`src/ppc_pkg.sv`:
```
package ppc_pkg;
   // Port register map, word offsets on the plain register port
   localparam logic [3:0] ADDR_DIR = 4'h0;
   localparam logic [3:0] ADDR_OUT = 4'h1;
   localparam logic [3:0] ADDR_PIN = 4'h2;
   localparam logic [3:0] ADDR_CTL = 4'h3;
   // Control register field
   localparam int CTL_PUD_BIT = 0;
   // Reset values
   localparam logic RST_DIR = 1'b0;
   localparam logic RST_OUT = 1'b0;
   localparam logic RST_PUD = 1'b0;
   // Address width of the register port
   localparam int ADDR_W = 4;

   // Override bundle driven by alternate-function modules, one bit a pin
   typedef struct packed {
      logic pu_en;
      logic pu_val;
      logic dir_en;
      logic dir_val;
      logic pv_en;
      logic pv_val;
      logic tog_en;
      logic die_en;
      logic die_val;
   } ppc_ovr_t;

   // Pad drive bundle for one pin
   typedef struct packed {
      logic drive_oe;
      logic drive_val;
      logic pullup_en;
   } ppc_pad_t;
endpackage

```
`src/ppc_port.sv`:
```
// Operation
// [RL1] Pull-up on only for input, out bit one, global disable clear
// [RL2] Output mode drives out bit level; pull-up off
// [RL3] Software passes via pull-up input or output low between Hi-Z and high
// [RL4] Software passes via Hi-Z or output high between pull-up and low
// [RL5] Synchronized pin level readable whatever the direction
// [RL6] Latch transparent while clock high, loads pin bit on rising edge
// [RL7] Pin transition reaches pin bit in half to one and half periods
// [RL8] Written output value readable after one clock; software waits one; here pad_o_out is registered: two clocks, software waits two
// [RL9] Deep sleep clamps digital input to ground
// [RL10] Clamp skipped for pins with external interrupt enabled
// [RL11] High pin during clamped sleep gives interrupt flag on wake
// [RL12] Pull-up override enable makes pull-up follow override value
// [RL13] Direction override enable makes driver follow override value
// [RL14] Port value override replaces out bit while driving
// [RL15] Toggle override inverts the out bit
// [RL16] Input enable override sets input enable regardless of sleep
// [RL17] Alternate digital input taken before synchronizer
// [RL18] Analog path connects straight to the pad; here the pad level is registered, one clock late
// [RL19] Pull-ups held off during reset
// [RL20] Writing one to pin bit toggles the out bit
// [RL21] All pins tri-stated while reset active
// [RL22] Direction and out bits reset to zero
//
// Our own choices: the address-and-strobe port and the placing of the registers.
module ppc_port #(
   parameter int WIDTH = 8
) (
   input wire logic clk_in,
   input wire logic rst_n_in,
   input wire logic [ppc_pkg::ADDR_W-1:0] addr_in,
   input wire logic [WIDTH-1:0] wdata_in,
   input wire logic wr_in,
   input wire logic rd_in,
   output logic [WIDTH-1:0] rdata_out,
   input wire logic [WIDTH-1:0] pad_level_in,
   input wire logic sleep_clamp_in,
   input wire logic [WIDTH-1:0] ext_irq_en_in,
   input wire ppc_pkg::ppc_ovr_t [WIDTH-1:0] ovr_in,
   output logic [WIDTH-1:0] pad_oe_out,
   output logic [WIDTH-1:0] pad_o_out,
   output logic [WIDTH-1:0] pad_pullup_out,
   output logic [WIDTH-1:0] alt_function_digital_input_out,
   output logic [WIDTH-1:0] alt_function_analog_io_out
);

   logic [WIDTH-1:0] pin_direction_bit_r;
   logic [WIDTH-1:0] pin_out_value_bit_r;
   logic [WIDTH-1:0] pin_out_value_bit_nxt;
   logic [WIDTH-1:0] pin_input_sync_bit_r;
   logic [WIDTH-1:0] sync_stage_r;
   logic global_pullup_disable_r;
   logic [WIDTH-1:0] din_gated;
   logic [WIDTH-1:0] drv_oe_nxt;
   logic [WIDTH-1:0] drv_val_nxt;
   logic [WIDTH-1:0] pu_nxt;
   logic [WIDTH-1:0] ie;
   // Toggle mask, read mux and decoded register strobes
   logic [WIDTH-1:0] tog_mask;
   logic [WIDTH-1:0] rdata_nxt;
   logic wr_dir;
   logic wr_out;
   logic wr_pin;
   logic wr_ctl;
   logic rd_dir;
   logic rd_out;
   logic rd_pin;
   logic rd_ctl;

   // Driver enable: direction override first, else direction bit
   function automatic logic drive_enable(
      input logic dir,
      input ppc_pkg::ppc_ovr_t o
   );
      return o.dir_en ? o.dir_val : dir; // RL13
   endfunction

   // Driven level: port-value override first, else out bit
   function automatic logic drive_level(
      input logic outv,
      input ppc_pkg::ppc_ovr_t o
   );
      return o.pv_en ? o.pv_val : outv; // RL14
   endfunction

   // Pull-up: override value if enabled, else input with out bit one and global disable clear
   function automatic logic pullup_on(
      input logic dir,
      input logic outv,
      input logic global_pullup_disable,
      input ppc_pkg::ppc_ovr_t o
   );
      logic pu;
      if (o.pu_en) begin
         pu = o.pu_val; // RL12
      end else begin
         pu = ~dir & outv & ~global_pullup_disable; // RL1 RL2
      end
      return pu;
   endfunction

   // Pad control for one pin from its bits and overrides
   function automatic ppc_pkg::ppc_pad_t pad_ctl(
      input logic dir,
      input logic outv,
      input logic global_pullup_disable,
      input ppc_pkg::ppc_ovr_t o
   );
      ppc_pkg::ppc_pad_t p;
      p.drive_oe = drive_enable(dir, o);
      p.drive_val = drive_level(outv, o);
      p.pullup_en = pullup_on(dir, outv, global_pullup_disable, o);
      return p;
   endfunction

   // Strobe qualified by a word address match
   function automatic logic reg_hit(
      input logic stb,
      input logic [ppc_pkg::ADDR_W-1:0] a,
      input logic [ppc_pkg::ADDR_W-1:0] target
   );
      return stb && (a == target);
   endfunction

   // Digital input enable: override first, then sleep clamp
   function automatic logic in_enable(
      input logic sleep,
      input logic irq_en,
      input ppc_pkg::ppc_ovr_t o
   );
      logic en;
      if (o.die_en) begin
         en = o.die_val; // RL16
      end else begin
         en = ~sleep | irq_en; // RL9 RL10
      end
      return en;
   endfunction

   // Control word as read back, pull-up disable in its field
   function automatic logic [WIDTH-1:0] ctl_word(input logic global_pullup_disable);
      logic [WIDTH-1:0] w;
      w = '0;
      w[ppc_pkg::CTL_PUD_BIT] = global_pullup_disable;
      return w;
   endfunction

   // Register strobes, decoded once for every process
   assign wr_dir = reg_hit(wr_in, addr_in, ppc_pkg::ADDR_DIR);
   assign wr_out = reg_hit(wr_in, addr_in, ppc_pkg::ADDR_OUT);
   assign wr_pin = reg_hit(wr_in, addr_in, ppc_pkg::ADDR_PIN);
   assign wr_ctl = reg_hit(wr_in, addr_in, ppc_pkg::ADDR_CTL);
   assign rd_dir = reg_hit(rd_in, addr_in, ppc_pkg::ADDR_DIR);
   assign rd_out = reg_hit(rd_in, addr_in, ppc_pkg::ADDR_OUT);
   assign rd_pin = reg_hit(rd_in, addr_in, ppc_pkg::ADDR_PIN);
   assign rd_ctl = reg_hit(rd_in, addr_in, ppc_pkg::ADDR_CTL);

   // Per-pin pad control from the bits and overrides
   always_comb begin
      ppc_pkg::ppc_pad_t p;
      p = '0;
      for (int i = 0; i < WIDTH; i++) begin
         p = pad_ctl(pin_direction_bit_r[i], pin_out_value_bit_r[i],
                     global_pullup_disable_r, ovr_in[i]);
         drv_oe_nxt[i] = p.drive_oe;
         drv_val_nxt[i] = p.drive_val;
         pu_nxt[i] = p.pullup_en;
      end
   end

   // Input enable; clamped input reads low, so a high pin wakes on an edge
   always_comb begin
      for (int i = 0; i < WIDTH; i++) begin
         ie[i] = in_enable(sleep_clamp_in, ext_irq_en_in[i], ovr_in[i]);
         din_gated[i] = pad_level_in[i] & ie[i]; // RL11
      end
   end

   // Toggle override mask, one bit a pin
   always_comb begin
      for (int i = 0; i < WIDTH; i++) begin
         tog_mask[i] = ovr_in[i].tog_en; // RL15
      end
   end

   // Out bit next value: software write, pin-bit toggle, toggle override
   always_comb begin
      pin_out_value_bit_nxt = pin_out_value_bit_r;
      if (wr_out) begin
         pin_out_value_bit_nxt = wdata_in;
      end else if (wr_pin) begin
         pin_out_value_bit_nxt = pin_out_value_bit_r ^ wdata_in; // RL20
      end
      // Override toggles after the software update of the same cycle
      pin_out_value_bit_nxt = pin_out_value_bit_nxt ^ tog_mask; // RL15
   end

   // Direction register
   always_ff @(posedge clk_in or negedge rst_n_in) begin
      if (!rst_n_in) begin
         pin_direction_bit_r <= {WIDTH{ppc_pkg::RST_DIR}}; // RL22
      end else if (wr_dir) begin
         pin_direction_bit_r <= wdata_in;
      end
   end

   // Global pull-up disable, shared by every pin
   always_ff @(posedge clk_in or negedge rst_n_in) begin
      if (!rst_n_in) begin
         global_pullup_disable_r <= ppc_pkg::RST_PUD;
      end else if (wr_ctl) begin
         global_pullup_disable_r <= wdata_in[ppc_pkg::CTL_PUD_BIT];
      end
   end

   // Output value register
   always_ff @(posedge clk_in or negedge rst_n_in) begin
      if (!rst_n_in) begin
         pin_out_value_bit_r <= {WIDTH{ppc_pkg::RST_OUT}}; // RL22
      end else begin
         pin_out_value_bit_r <= pin_out_value_bit_nxt;
      end
   end

   // Synchronizer; the half-period latch stage is modelled by a falling
   // edge flop, giving a half to one and half period delay
   always_ff @(negedge clk_in or negedge rst_n_in) begin
      if (!rst_n_in) begin
         sync_stage_r <= '0;
      end else begin
         sync_stage_r <= din_gated; // RL6 RL7
      end
   end

   always_ff @(posedge clk_in or negedge rst_n_in) begin
      if (!rst_n_in) begin
         pin_input_sync_bit_r <= '0;
      end else begin
         pin_input_sync_bit_r <= sync_stage_r; // RL6 RL7 RL8
      end
   end

   // Driver enable, registered; reset tri-states every pin
   always_ff @(posedge clk_in or negedge rst_n_in) begin
      if (!rst_n_in) begin
         pad_oe_out <= '0; // RL21
      end else begin
         pad_oe_out <= drv_oe_nxt; // RL2 RL13
      end
   end

   // Driven level, registered
   always_ff @(posedge clk_in or negedge rst_n_in) begin
      if (!rst_n_in) begin
         pad_o_out <= '0;
      end else begin
         pad_o_out <= drv_val_nxt; // RL2 RL14
      end
   end

   // Pull-up enable, registered; held off while in reset
   always_ff @(posedge clk_in or negedge rst_n_in) begin
      if (!rst_n_in) begin
         pad_pullup_out <= '0; // RL19
      end else begin
         pad_pullup_out <= pu_nxt; // RL1 RL12
      end
   end

   // Alternate-function digital input, unsynchronized path
   always_ff @(posedge clk_in or negedge rst_n_in) begin
      if (!rst_n_in) begin
         alt_function_digital_input_out <= '0;
      end else begin
         alt_function_digital_input_out <= din_gated; // RL17
      end
   end

   // Alternate-function analog path, raw pad level
   always_ff @(posedge clk_in or negedge rst_n_in) begin
      if (!rst_n_in) begin
         alt_function_analog_io_out <= '0;
      end else begin
         alt_function_analog_io_out <= pad_level_in; // RL18
      end
   end

   // Read data mux; unmapped words and idle cycles give zero
   always_comb begin
      rdata_nxt = '0;
      if (rd_dir) begin
         rdata_nxt = pin_direction_bit_r;
      end else if (rd_out) begin
         rdata_nxt = pin_out_value_bit_r;
      end else if (rd_pin) begin
         rdata_nxt = pin_input_sync_bit_r; // RL5
      end else if (rd_ctl) begin
         rdata_nxt = ctl_word(global_pullup_disable_r);
      end
   end

   // Read data, one cycle after the read strobe
   always_ff @(posedge clk_in or negedge rst_n_in) begin
      if (!rst_n_in) begin
         rdata_out <= '0;
      end else begin
         rdata_out <= rdata_nxt;
      end
   end

endmodule

```
`config.mk`:
```
export PLATFORM = sky130hd
export DESIGN_NAME = ppc_port
export DESIGN_NICKNAME = d
export VERILOG_FILES = /design/src/ppc_pkg.sv /design/src/ppc_port.sv
export SDC_FILE = /design/constraint.sdc
export NUM_CORES = 1
export LEC_CHECK = 0
export BUFFER_PORTS_ARGS = -buffer_cell sky130_fd_sc_hd__buf_4
export CORE_UTILIZATION = 37
export CTS_CLUSTER_DIAMETER = 30
export CTS_CLUSTER_SIZE = 24
export DETAILED_ROUTE_END_ITERATION = 16
export PLACE_DENSITY = 0.66
export SETUP_SLACK_MARGIN = 0.4
export SLEW_MARGIN = 20
export SYNTH_ARGS = -nofsm -noshare
export SYNTH_HDL_FRONTEND = slang
export SYNTH_SLANG_ARGS = --single-unit
```
`constraint.sdc`:
```
create_clock -name clk_in -period 1.4 [get_ports clk_in]
set_input_delay 0.07 -clock clk_in [delete_from_list [all_inputs] [get_ports clk_in]]
set_output_delay 0.07 -clock clk_in [all_outputs]
set_load 0.005 [all_outputs]
```
==> metrics.txt <==
status finished, final reports clean; hold path endpoint pin_out_value_bit_r[2]; Rows 33; PD cells 1190 nW/um^2; Total GRT Usage 20.9%; Slew headroom 52.3%; Floorplan Core Area 8260 um^2; final setup TNS 0 ns; #FFs+latches synth 81; first-pass GRT wire length 13.8 mm; Clock Latency Late Sink 0.35 ns; Worst Setup Slack, final 0.213 ns; Reg-to-Reg End pin_input_sync_bit_r[0]; Slew Viols, Final 0; post-layout net count 600; register area share after synthesis 63.9%; Die ar. 8950 um^2; Clk Tree Root Cell clkbuf_8; share of cells above drive strength 1 46.4%; Final Util 69.2%; global route overflow 0; Synth area leaders dfrtp_1, dfrtn_1, xnor3_1; Yosys top cell by area dfrtp_1; Placement Cell Area 4550 um^2; number of max-cap violations 0; hold_sp ovr_in[20]; Worst VDD drop 701 uV; vias per cell 4.61; Hold Path Class in -> reg; via count 2787; distinct cell type count of the synthesized netlist 25; area delta synth->final 80.1%; synthesized area 3170 um^2; post-synth top area share 57.5%; CP Class reg -> reg; Reg2Reg Depth 0; r2r setup slk 0.21 ns; Die Wd 94.6 um; initial antenna violation count 0; clock sinks 81; FILL cells 589; CTS buffer count 9; crit-path max FO 1; Post-synth EDFFs 0; Avg Cell Area, Syn 13.3 um^2; Yosys Warn Count 0; Initial Utilization 38.4%; post-route cell area 5720 um^2; Port Buf Inserts 152; clk_skew 0.0172 ns; DP Worst Slack 0.101 ns; largest net degree at the start of global routing 19; Synth async-reset ratio 100%; HPWL after DPL 5.74 mm; Critical Path End Type register; final WL 9.02 mm; post-route DRC violation count 0; number of global-route vias before repair 3088; Setup Viol. Count Final 0; Most used DFF post-synth dfrtp_1; Clock Path Buffers 2; Least-Margin Pin Slew 0.716 ns; Final Wtd Congestion 0.715; DR pass1 iterations 4; # IOs 153; Leak 2.91 nW; Fin. Hold Viols 0; post-route ant nets 0; clk slew on worst S/H paths 0.10 ns; unrepaired setup endpoints after global routing true; Antenna Cells 0; startpoint types register; Worst Path Arrival 1.47 ns; Crit path required time 1.68 ns; H-tree Lvls 3; hold slack 0.0182 ns; DR WL/cell 14.9 um; die height 94.6 um; Worst R2R Start sync_stage_r[0]; Mapped Nets 343; initial drt markers 60; hold depth 2; CTS tree done; Mapped Cells 238
## where the power goes
group	total [mW]	internal, mW	switching, mW	leakage, nW
combinational	1.82	1.17	0.650	1.80
clock	2.00	1.05	0.955	0.118
sequential	2.96	2.74	0.216	0.996
## registers in the layout, indices dropped and copies added (netlist names)
| register | flops |
|---|---|
| alt_function_analog_io_out | 8 |
| pad_o_out | 8 |
| pin_direction_bit_r | 8 |
| alt_function_digital_input_out | 8 |
| pad_oe_out | 8 |
| pin_out_value_bit_r | 8 |
| pin_input_sync_bit_r | 8 |
| sync_stage_r | 8 |
| rdata_out | 8 |
| pad_pullup_out | 8 |
| global_pullup_disable_r | 1 |
## kinds of logic after synthesis
kind of cell,synth area share [%]
flops,63.9
simple gates,8.28
mux,11.1
compound gates,7.49
buf+inv,3.11
xor+xnor,6.19
## cells in the mapped netlist, types with 8 or more instances
| library cell | number |
|---|---|
| nand2_1 | 24 |
| dfrtn_1 | 8 |
| a31oi_1 | 8 |
| o21ai_0 | 16 |
| a21oi_1 | 9 |
| nand3_1 | 9 |
| dfrtp_1 | 73 |
| mux2_2 | 15 |
| xnor3_1 | 8 |
| inv_1 | 18 |
| mux2_1 | 8 |
## routing by layer
metal  vias up  track usage [%]  part of all wire [%]
met1      1345             21.6                    39
met4         0             7.20                   1.2
met5         -                0                     0
met2       112             38.8                    52
met3        10             7.49                   7.9
li1       1320                -                     -
## placed cells by master, fill, tap and decap left out, types with 3 or more instances in the layout
| cell type | Yosys | layout |
|---|---|---|
| buf_6 | 0 | 3 |
| mux2i_1 | 7 | 7 |
| dlygate4sd3_1 | 0 | 76 |
| or2_4 | 0 | 5 |
| nor2_1 | 7 | 7 |
| mux2_4 | 0 | 4 |
| a21oi_1 | 9 | 3 |
| o21ai_0 | 16 | 5 |
| clkbuf_8 | 0 | 9 |
| dfrtn_1 | 8 | 8 |
| dfrtp_1 | 73 | 73 |
| xnor3_1 | 8 | 8 |
| inv_1 | 18 | 18 |
| a21oi_2 | 0 | 6 |
| nand2_1 | 24 | 24 |
| o21ai_1 | 0 | 10 |
| a21boi_1 | 0 | 6 |
| nand3_1 | 9 | 9 |
| buf_4 | 2 | 170 |
| mux2_2 | 15 | 15 |
| a31oi_1 | 8 | 7 |
| mux2_1 | 8 | 4 |
## how the worst max path moves through the flow
stage	end	depth (start not counted)	slack (ns)	from
2_1_floorplan	rdata_out[0]	3	0.20	global_pullup_disable_r
3_3_place_gp	sync_stage_r[4]	3	0.13	ovr_in[36]
3_5_place_dp	pin_direction_bit_r[4]	5	0.10	addr_in[1]
4_1_cts	pin_input_sync_bit_r[0]	0	0.22	sync_stage_r[0]
5_1_grt	pin_input_sync_bit_r[0]	0	0.23	sync_stage_r[0]
6_report	pin_input_sync_bit_r[0]	0	0.21	sync_stage_r[0]
## area by class of cell
| type | count | area [um^2] | share of cell area (%) |
|---|---|---|---|
| multi-input combinational | 133 | 1130 | 19.9 |
| clock buffer | 9 | 124 | 2.17 |
| timing repair buffer | 252 | 2120 | 37.1 |
| sequential | 81 | 2030 | 35.5 |
| inverter | 18 | 67.6 | 1.18 |
| tap | 105 | 131 | 2.30 |
| clock inverter | 7 | 109 | 1.90 |
## what timing repair did
item,in CTS,in global routing
hold buffers,76,2
pin swaps,0,6
endpoints found under the setup margin,14,91
hold endpoints to repair,123,15
resized for setup,3,27
buffers inserted,4,7
## through the flow
step | power [mW] | cells
final | 6.78 | 605
after global routing | 7.14 | 605
after CTS | 6.65 | 597
after detailed placement | 4.41 | 501
after global placement | 4.36 | 501
after floorplan | 3.61 | 238
Power figures use the tool's default switching activity.
